## config.mk

```make
export PLATFORM = sky130hd
export DESIGN_NAME = accel_oversample_autosleep_ctrl
export DESIGN_NICKNAME = d
export VERILOG_FILES = /design/src/logic/accel_pkg.sv /design/src/logic/osr_if.sv /design/src/logic/accel_oversample_autosleep_ctrl.sv /design/src/logic/osr_lookup.sv
export VERILOG_INCLUDE_DIRS = /design/src /design/src/logic
export SDC_FILE = /design/constraint.sdc
export NUM_CORES = 1
export LEC_CHECK = 0
export BUFFER_PORTS_ARGS = -buffer_cell sky130_fd_sc_hd__buf_2
export CORE_UTILIZATION = 40
export DETAILED_ROUTE_END_ITERATION = 10
export PLACE_DENSITY_LB_ADDON = 0.25
export SETUP_SLACK_MARGIN = 0.5
export SLEW_MARGIN = 20
export SYNTH_ARGS = -nofsm -noshare
export SYNTH_HDL_FRONTEND = slang
export SYNTH_SLANG_ARGS = --single-unit
export TNS_END_PERCENT = 5
```

## constraint.sdc

```tcl
create_clock -name mclk -period 3.2 [get_ports mclk]
set_input_delay 0.16 -clock mclk [delete_from_list [all_inputs] [get_ports mclk]]
set_output_delay 0.16 -clock mclk [all_outputs]
set_load 0.01 [all_outputs]
```

## src/logic/accel_params.svh

```systemverilog
// constants of the oversampling and auto-sleep control block
`ifndef ACCEL_PARAMS_SVH
`define ACCEL_PARAMS_SVH

// ---------------------------------------------
// register offsets
// ---------------------------------------------
`define OFS_SYSTEM_STATE      8'h0B
`define OFS_POWER_SCHEME      8'h2B
`define OFS_INT_WAKE_CTRL     8'h2C

// ---------------------------------------------
// reset values
// ---------------------------------------------
`define RST_POWER_SCHEME      8'h00
`define RST_INT_WAKE_CTRL     8'h00

// ---------------------------------------------
// power_scheme_control fields
// ---------------------------------------------
`define PS_SMODS_HI           4
`define PS_SMODS_LO           3
`define PS_SLPE_BIT           2
`define PS_MODS_HI            1
`define PS_MODS_LO            0

// ---------------------------------------------
// interrupt_wake_control fields
// ---------------------------------------------
`define IW_FIFO_GATE_BIT      7
`define IW_WAKE_HI            6
`define IW_WAKE_LO            2
`define IW_IPOL_BIT           1
`define IW_DRIVE_BIT          0

// ---------------------------------------------
// system_state_reg fields
// ---------------------------------------------
`define SS_GATE_ERR_BIT       7
`define SS_SLEEP_BIT          0

// ---------------------------------------------
// sizes
// ---------------------------------------------
`define NUM_FUNCS             5
`define RATIO_W               11
`define ODR_W                 3

`endif

```

## src/logic/accel_pkg.sv

```systemverilog
// types of the oversampling and auto-sleep control block
package accel_pkg;

   // oversampling scheme, same encoding for active and sleep
   typedef enum logic [1:0] {
      OSM_NORMAL  = 2'h0,
      OSM_LNLP    = 2'h1,
      OSM_HIRES   = 2'h2,
      OSM_LOWPWR  = 2'h3
   } osr_mode_t;

   typedef enum logic {
      ST_WAKE,
      ST_SLEEP
   } sys_state_t;

endpackage

```

## src/logic/osr_if.sv

```systemverilog
// carrier between the controller and the ratio lookup
`timescale 1ns/1ps
`default_nettype none
`include "accel_params.svh"

interface osr_if;
   import accel_pkg::*;
   osr_mode_t                 mode;
   logic [`ODR_W-1:0]         odr;
   logic [`RATIO_W-1:0]       ratio;

   modport ctrl (output mode, output odr, input ratio);
   modport table_side (input mode, input odr, output ratio);
endinterface

`default_nettype wire

```

## src/logic/accel_oversample_autosleep_ctrl.sv

```systemverilog
// auto-sleep state, buffer gating and oversampling selection
`timescale 1ns/1ps
`default_nettype none
`include "accel_params.svh"

module accel_oversample_autosleep_ctrl
   import accel_pkg::*;
(
   // clock and reset
   input  wire logic                   mclk,
   input  wire logic                   reset,
   // register port from the serial interface
   input  wire logic                   reg_wr,
   input  wire logic                   reg_rd,
   input  wire logic [7:0]             reg_addr,
   input  wire logic [7:0]             reg_wdata,
   output var  logic [7:0]             reg_rdata,
   // data rates and events
   input  wire logic [`ODR_W-1:0]      active_odr,
   input  wire logic [`ODR_W-1:0]      sleep_odr,
   input  wire logic                   sleep_request,
   input  wire logic [`NUM_FUNCS-1:0]  func_irq,
   // sample buffer
   input  wire logic                   sample_in,
   input  wire logic                   fifo_empty,
   output var  logic                   sample_accept,
   output var  logic                   fifo_flush,
   output var  logic                   gate_error,
   // embedded functions
   output var  logic                   counter_clear,
   output var  logic [`NUM_FUNCS-1:0]  func_enable,
   // state and selection
   output var  logic                   sleeping,
   output var  logic [`RATIO_W-1:0]    osr_ratio,
   output var  logic                   irq_polarity,
   output var  logic                   irq_drive_type
);

   // ---------------------------------------------
   // registers
   // ---------------------------------------------
   logic [7:0]                ps_ctrl_q;
   logic [7:0]                iw_ctrl_q;
   logic [7:0]                rdata_q;
   sys_state_t                state_q;
   sys_state_t                state_d;
   logic                      block_q;
   logic                      block_d;
   logic                      gerr_q;
   logic                      gerr_d;
   logic                      flush_q;
   logic                      clr_q;
   logic                      accept_q;
   logic [`NUM_FUNCS-1:0]     fen_q;
   logic [`RATIO_W-1:0]       ratio_q;
   logic                      sleep_q;

   // ---------------------------------------------
   // decode
   // ---------------------------------------------
   wire logic                 wr_ps     = reg_wr && (reg_addr == `OFS_POWER_SCHEME);
   wire logic                 wr_iw     = reg_wr && (reg_addr == `OFS_INT_WAKE_CTRL);
   wire logic                 slpe      = ps_ctrl_q[`PS_SLPE_BIT];
   wire logic                 gate_on   = iw_ctrl_q[`IW_FIFO_GATE_BIT];
   wire logic [`NUM_FUNCS-1:0] wake_en  = iw_ctrl_q[`IW_WAKE_HI:`IW_WAKE_LO];
   wire logic                 wake_hit  = |(func_irq & wake_en);
   wire logic                 trans     = (state_d != state_q);
   wire logic [7:0]           sys_state = {gerr_q, 6'h00, state_q == ST_SLEEP};
   wire logic [7:0]           rd_mux    =
      (reg_addr == `OFS_POWER_SCHEME)  ? ps_ctrl_q :
      (reg_addr == `OFS_INT_WAKE_CTRL) ? iw_ctrl_q :
      (reg_addr == `OFS_SYSTEM_STATE)  ? sys_state : 8'h00;

   // ---------------------------------------------
   // sleep/wake state
   // ---------------------------------------------
   always_comb begin
      state_d = state_q;
      if (!slpe) begin
         state_d = ST_WAKE;
      end else begin
         unique case (state_q)
            ST_WAKE:  if (sleep_request) state_d = ST_SLEEP;
            ST_SLEEP: if (wake_hit) state_d = ST_WAKE;
         endcase
      end
   end

   // a gated change holds off new samples until the host drains the buffer
   assign block_d = (trans && gate_on) || (block_q && !fifo_empty);
   // set wins over the clear by emptying
   assign gerr_d  = (block_q && sample_in) || (gerr_q && !fifo_empty);

   // ---------------------------------------------
   // ratio selection
   // ---------------------------------------------
   osr_if osr_bus ();

   // sleep uses its own scheme field and rate
   assign osr_bus.mode = (state_q == ST_SLEEP) ?
                         osr_mode_t'(ps_ctrl_q[`PS_SMODS_HI:`PS_SMODS_LO]) :
                         osr_mode_t'(ps_ctrl_q[`PS_MODS_HI:`PS_MODS_LO]);
   assign osr_bus.odr  = (state_q == ST_SLEEP) ? sleep_odr : active_odr;

   osr_lookup u_lookup (
      .port_s (osr_bus.table_side)
   );

   // ---------------------------------------------
   // flops
   // ---------------------------------------------
   always_ff @(posedge mclk or posedge reset) begin
      if (reset) begin
         ps_ctrl_q <= `RST_POWER_SCHEME;
         iw_ctrl_q <= `RST_INT_WAKE_CTRL;
         rdata_q   <= 8'h00;
      end else begin
         if (wr_ps) ps_ctrl_q <= reg_wdata;
         if (wr_iw) iw_ctrl_q <= reg_wdata;
         if (reg_rd) rdata_q <= rd_mux;
      end
   end

   // status flags of the functions live outside and are never touched here
   always_ff @(posedge mclk or posedge reset) begin
      if (reset) begin
         state_q  <= ST_WAKE;
         block_q  <= 1'b0;
         gerr_q   <= 1'b0;
         flush_q  <= 1'b0;
         clr_q    <= 1'b0;
         accept_q <= 1'b0;
         fen_q    <= '1;
         ratio_q  <= 11'h0000;
         sleep_q  <= 1'b0;
      end else begin
         state_q  <= state_d;
         block_q  <= block_d;
         gerr_q   <= gerr_d;
         flush_q  <= trans && !gate_on;
         clr_q    <= trans;
         accept_q <= sample_in && !block_q;
         fen_q    <= (state_q == ST_SLEEP) ? wake_en : '1;
         ratio_q  <= osr_bus.ratio;
         sleep_q  <= (state_d == ST_SLEEP);
      end
   end

   // ---------------------------------------------
   // outputs
   // ---------------------------------------------
   assign reg_rdata      = rdata_q;
   assign sample_accept  = accept_q;
   assign fifo_flush     = flush_q;
   assign gate_error     = gerr_q;
   assign counter_clear  = clr_q;
   assign func_enable    = fen_q;
   assign sleeping       = sleep_q;
   assign osr_ratio      = ratio_q;
   assign irq_polarity   = iw_ctrl_q[`IW_IPOL_BIT];
   assign irq_drive_type = iw_ctrl_q[`IW_DRIVE_BIT];

   // ---------------------------------------------
   // checks
   // ---------------------------------------------
   property p_no_sleep_without_slpe;
      @(posedge mclk) disable iff (reset) !slpe |=> !sleeping;
   endproperty
   a_no_sleep_without_slpe: assert property (p_no_sleep_without_slpe)
      else $error("sleep entered with auto-sleep off");

   property p_flush_on_change;
      @(posedge mclk) disable iff (reset)
         // a second change right behind the first pulses the flush again
         (trans && !gate_on) ##1 !trans |-> (fifo_flush && counter_clear) ##1 !fifo_flush;
   endproperty
   a_flush_on_change: assert property (p_flush_on_change)
      else $error("no flush and clear after state change");

   property p_clear_only_on_change;
      @(posedge mclk) disable iff (reset) counter_clear |-> (sleeping != $past(sleeping));
   endproperty
   a_clear_only_on_change: assert property (p_clear_only_on_change)
      else $error("counter clear without a state change");

   property p_gate_blocks;
      @(posedge mclk) disable iff (reset)
         (trans && gate_on && !fifo_empty) |=> !fifo_flush ##1 !sample_accept;
   endproperty
   a_gate_blocks: assert property (p_gate_blocks)
      else $error("gated change did not hold the buffer");

   property p_gate_error;
      @(posedge mclk) disable iff (reset)
         (block_q && sample_in) |=> gate_error ##1 (gate_error || $past(fifo_empty));
   endproperty
   a_gate_error: assert property (p_gate_error)
      else $error("gate error not raised or dropped early");

   property p_sleep_enables;
      @(posedge mclk) disable iff (reset)
         (sleeping && $stable(iw_ctrl_q)) |=> func_enable == $past(wake_en);
   endproperty
   a_sleep_enables: assert property (p_sleep_enables)
      else $error("sleep function enables differ from wake enables");

   property p_reg3_reset;
      @(posedge mclk) $fell(reset) |-> (iw_ctrl_q == 8'h00);
   endproperty
   a_reg3_reset: assert property (p_reg3_reset)
      else $error("interrupt/wake control not zero after reset");

   property p_hires_slowest;
      @(posedge mclk) disable iff (reset)
         (!sleeping && ps_ctrl_q[1:0] == 2'h2 && active_odr == 3'h7) |=> osr_ratio == 11'h0400;
   endproperty
   a_hires_slowest: assert property (p_hires_slowest)
      else $error("high resolution ratio wrong at lowest rate");

   property p_sleep_ratio;
      @(posedge mclk) disable iff (reset)
         (sleeping && ps_ctrl_q[4:3] == 2'h3 && sleep_odr == 3'h7) |=> osr_ratio == 11'h0010;
   endproperty
   a_sleep_ratio: assert property (p_sleep_ratio)
      else $error("sleep ratio not from sleep scheme");

endmodule // accel_oversample_autosleep_ctrl

`default_nettype wire

```

## src/logic/osr_lookup.sv

```systemverilog
// oversampling ratio lookup from scheme code and data rate code
`timescale 1ns/1ps
`default_nettype none
`include "accel_params.svh"

module osr_lookup
   import accel_pkg::*;
(
   // scheme and rate in, ratio out
   osr_if.table_side          port_s
);

   // odr code: 0=800 1=400 2=200 3=100 4=50 5=12.5 6=6.25 7=1.5625 Hz
   function automatic logic [`RATIO_W-1:0] ratio_of(input osr_mode_t m,
                                                    input logic [`ODR_W-1:0] r);
      logic [`RATIO_W-1:0] v;
      v = 11'h0002;
      unique case (m)
         OSM_NORMAL: begin
            unique case (r)
               3'h0:    v = 11'h0002;
               3'h5:    v = 11'h0010;
               3'h6:    v = 11'h0020;
               3'h7:    v = 11'h0080;
               default: v = 11'h0004;
            endcase
         end
         OSM_LNLP: begin
            unique case (r)
               3'h0:    v = 11'h0002;
               3'h6:    v = 11'h0008;
               3'h7:    v = 11'h0020;
               default: v = 11'h0004;
            endcase
         end
         OSM_HIRES: begin
            unique case (r)
               3'h0:    v = 11'h0002;
               3'h1:    v = 11'h0004;
               3'h2:    v = 11'h0008;
               3'h3:    v = 11'h0010;
               3'h4:    v = 11'h0020;
               3'h5:    v = 11'h0080;
               3'h6:    v = 11'h0100;
               3'h7:    v = 11'h0400;
            endcase
         end
         OSM_LOWPWR: begin
            unique case (r)
               3'h6:    v = 11'h0004;
               3'h7:    v = 11'h0010;
               default: v = 11'h0002;
            endcase
         end
      endcase
      return v;
   endfunction

   // one table serves both states, the caller picks the inputs
   assign port_s.ratio = ratio_of(port_s.mode, port_s.odr);

endmodule // osr_lookup

`default_nettype wire
```

### Yosys cells after proc, flatten, opt, wreduce, memory -nomap -nowiden

Memories as Yosys holds them, arrays and structs flattened.
Index checks and enable logic that the tools add are counted.

* output and inout bits: 31
* input bits: 34
* memory bits (read-only): 64
* logic and storage cells: 54
* flip-flop bits (word level): 46
* memories kept: 1

Memory list
* (name not given): depth 8, bits a word 8, read ports 1, clocked after Yosys merged registers in 0, wr ports 0, line osr_lookup.sv:37 `unique case (r)`

* bitwise logic cells: 2
* reductions and logical operators: 16
* mux-type cells: 14
* eq/ne operators: 10

Operator list (number)
* 11-bit case mux with 4 select lines: 1
* 8-bit case mux with 4 select lines: 1
* 8-bit two-way mux: 3
* 6-bit case mux with 3 select lines: 1
* 8-bit by 6-bit == test with 1-bit output (second input constant): 2
* 5-bit case mux with 2 select lines: 1
* 3-bit == test (second input constant): 3
* 8-bit by 4-bit == test with 1-bit output (second input constant): 1
* 1-bit logical AND: 8
* 5-bit AND: 1
* 5-bit two-way mux: 1
* 5-bit OR reduction: 1
* 2-bit == test (second input constant): 2
* 1-bit logical NOT: 3
* 3-bit logical NOT: 1
* 1-bit two-way mux: 3
* 3-bit two-way mux: 1
* 2-bit by 1-bit == test with 1-bit output (second input constant): 1
* 2-bit logical NOT: 1
* 1-bit logical OR: 2
* 2-bit two-way mux: 1
* 1-bit case mux with 2 select lines: 1
* 1-bit inequality test: 1
* 1-bit NOT: 1

### Logic depth before layout (Yosys ltp)

* depth in word-level cells: 8
* gate-level depth with buffers: 6
* gate-level depth less buffers: 4

### Cells and area by module

Synthesis repeated with hierarchy kept, for this count alone.

* cells, all modules: 164
* area, all modules: 2103.3 µm²

Modules (own cells, without submodules)
* accel_oversample_autosleep_ctrl: times used 1, cells each 127, area each 1836.8 µm², sequential area each 1157.4 µm²
* osr_lookup: times used 1, cells each 37, area each 266.5 µm², sequential area each 0.0 µm²

### Worst setup path before layout

Ideal clock, no wire load.

* path kind: reg2reg
* start: register sleeping (netlist name)
* end: register ratio_q[2] (netlist: osr_ratio[2])
* slack: 1760 ps
* required time: 3064 ps
* stages on the path, launching flop included: 6
* data arrival time: 1304 ps
* clock period less this slack: 1440 ps
* buffers on the path: 1
* library setup time: 136 ps
* path through: dfrtp_1 buf_4 mux2_2 mux2i_1 a31oi_1 o31ai_1

RTL lines
* end signal: assignment: line accel_oversample_autosleep_ctrl.sv:144 `ratio_q <= osr_bus.ratio;`
* end: declaration: line accel_oversample_autosleep_ctrl.sv:55 `` logic [`RATIO_W-1:0] ratio_q; ``

==> qor.txt <==
Slowest-stage cell, CP: dfrtp_1
register cell area after layout: 1080 um^2
Global Route Usage Sum: 16.0%
vias post-DR: 1429
Worst Path Max Fanout: 19
Finished Cell Area: 2450 um^2
YS warnings: 0
Hold Path Class: in -> reg
Setup TNS: 0 ns
num rows: 25
H-tree depth: 2
CP Capture Type: flop
crit share post-route: 57.6%
cell chosen for the clock root: clkbuf_8
grt total ovfl: 0
Post-DP Area: 2300 um^2
core area: 4720 um^2
Final Net Count: 257
Initial Utilization: 41.5%
Hold Vio Cnt, Final: 0
Worst IR Drop VDD: 257 uV
total wire length: 3.94 mm
share of post-route cells with drive strength above 1: 45.1%
Worst slew margin: 47.6%
CTS tree: done
first-pass GRT wire length: 6.27 mm
crit path time final: 1.84 ns
sequential area share after synthesis: 55.3%
clock-pin slew on the worst setup and hold paths: 0.08 ns
worst skew pair latency: 0.29 ns
TritonCTS Buffers: 5
Setup CP Type: reg -> reg
PortBufs: 61
maximum single-stage delay on the critical path: 0.86 ns
post-CTS setup buffer count: 0
Max Clk Rate: 542 MHz
Final ANT Viol Nets: 0
#FFs+latches synth: 43
Area growth, synth to finish: 25.0%
fin util: 51.8%
gpl congestion: 0.839
skew final: 0.00890 ns
Die X: 72.0 um
number of clock sinks: 43
vias per cell: 4.91
die height: 72.0 um
final setup fails: 0
delay-heaviest family, CP: flip-flops
Netlist cell types: 38
CP cell instances: mux2i_1, nand2_1, nor3b_1
Post-synth EDFFs: 0
Worst EP required: 3.40 ns
worst slew pin tran: 0.786 ns
max-cap violation count: 0
Mapped Area: 1960 um^2
Post-synth ARST share: 100%
n_diodes: 0
largest net degree at the start of global routing: 44
number of global-route vias before repair: 1310
WP buf/inv: 0
Residual DRC: 0
Post-Synthesis Cells: 160
pwr dens: 480 nW/um^2
IO Pins: 65
startpoint types: flop
Pins Over Slew Limit: 0
Multi-input gate area: 796 um^2
CP Data Arrival Time: 2.04 ns
Tot Pwr: 1.17 mW
fillers: 422
DR pass1 iterations: 4
post-synthesis area per instance: 12.2 um^2
initial DRC count: 62
DR WL/cell: 13.5 um
clk buf depth: 2
Die ar.: 5180 um^2
status: finished, final reports clean
number of antenna violations at the first check in global routing: 0
top_reg_cell synth: dfrtp_1
Leak: 1.17 nW
RSZ-0062 raised after global routing: false
hpwl dp: 2.89 mm
flip-flops by register name, indices dropped and copies added, names as in the netlist:
signal	cells
sample_accept	1
sleeping	1
func_enable	5
iw_ctrl_q	8
osr_ratio	8
reg_rdata	8
block_q	1
gate_error	1
counter_clear	1
ps_ctrl_q	8
fifo_flush	1
final timing paths:
check	start	to	slack, ns	cells past startpoint
setup reg to reg	sleeping$_DFF_PP0_	osr_ratio[7]$_DFF_PP0_	1.36	3
hold reg to reg	block_q$_DFF_PP0_	sample_accept$_DFF_PP0_	0.47	1
max in group asynchronous	reset	func_enable[0]$_DFF_PP1_	2.29	4
setup / recovery	sleeping$_DFF_PP0_	osr_ratio[7]$_DFF_PP0_	1.36	3
min in group asynchronous	reset	osr_ratio[8]$_DFF_PP0_	0.54	4
hold / removal	sample_in	gate_error$_DFF_PP0_	0.1	2
cells in the mapped netlist (all sizes together) (5+ instances only):
cell type | number | area share, %
dfrtp | 38 | 49
nand2b | 7 | 2.2
o21ai | 9 | 2.3
mux2 | 21 | 12
buf | 7 | 2.6
a32oi | 6 | 2.7
nor3 | 5 | 1.3
a21oi | 8 | 2.0
inv | 8 | 1.5
mux2i | 6 | 3.7
nand2 | 5 | 0.96
dfstp | 5 | 6.7
per-layer routing:
layer | up-vias | part of all wire, % | GRT usage [%]
met5 | - | 0 | 0
met4 | 0 | 0.41 | 3.92
met3 | 2 | 4.6 | 4.86
met2 | 37 | 49 | 25.9
met1 | 689 | 46 | 21.1
li1 | 701 | - | -
cell type report:
type | instances | area share, %
clock inverters | 2 | 2.45
multi-input cells | 102 | 32.5
flip-flops and latches | 43 | 44.2
clock buffers | 6 | 2.97
repair buffers | 63 | 13.2
well taps | 67 | 3.43
inverters | 8 | 1.23
timing repair:
| action | 4_1_cts | 5_1_grt |
|---|---|---|
| hold endpoints to repair | 6 | 0 |
| gates resized for setup | 0 | 0 |
| setup endpoints to repair | 0 | 0 |
| hold buffers | 1 | 0 |
power breakdown:
part / internal (mW) / switching, mW
Clock: 0.312 / 0.182
Combinational: 0.0492 / 0.0573
Sequential: 0.561 / 0.0130
stage by stage:
stage          hold slack, ns  setup slack [ns]  std cells
2_1_floorplan           0.288              1.76        162
3_3_place_gp            0.318              1.41        282
3_5_place_dp            0.315              1.37        282
4_1_cts                0.0911              1.36        291
5_1_grt                0.0957              1.22        291
6_report               0.0984              1.36        291
logic make-up after synthesis:
kind of cell | count (synthesis) | synth area share, %
multiplexers | 27 | 16.0
buffers and inverters | 17 | 4.47
AO/OA/AOI/OAI | 34 | 11.3
XOR/XNOR | 1 | 0.447
other | 1 | 0.192
AND/OR/NAND/NOR | 37 | 12.3
flip-flops | 43 | 55.3
cells in the final DEF, fill, tap and decap left out, types with 3 or more instances in the layout:
master,instances
buf_2,61
nor2b_1,3
a31oi_1,3
a21oi_1,8
o31ai_1,4
o21ai_0,9
a32oi_1,6
nor2_1,4
clkbuf_8,5
dfstp_2,5
nor3_1,5
conb_1,3
nand2_1,5
mux2_2,20
inv_1,7
mux2i_1,5
dfrtp_1,38
nand2b_1,7
worst register-to-register path: stages (launching register included):
cell	delay (ns)
dfrtp_1	0.86
mux2i_1	0.51
nand2_1	0.16
nor3b_1	0.22
Power figures use the tool's default switching activity.
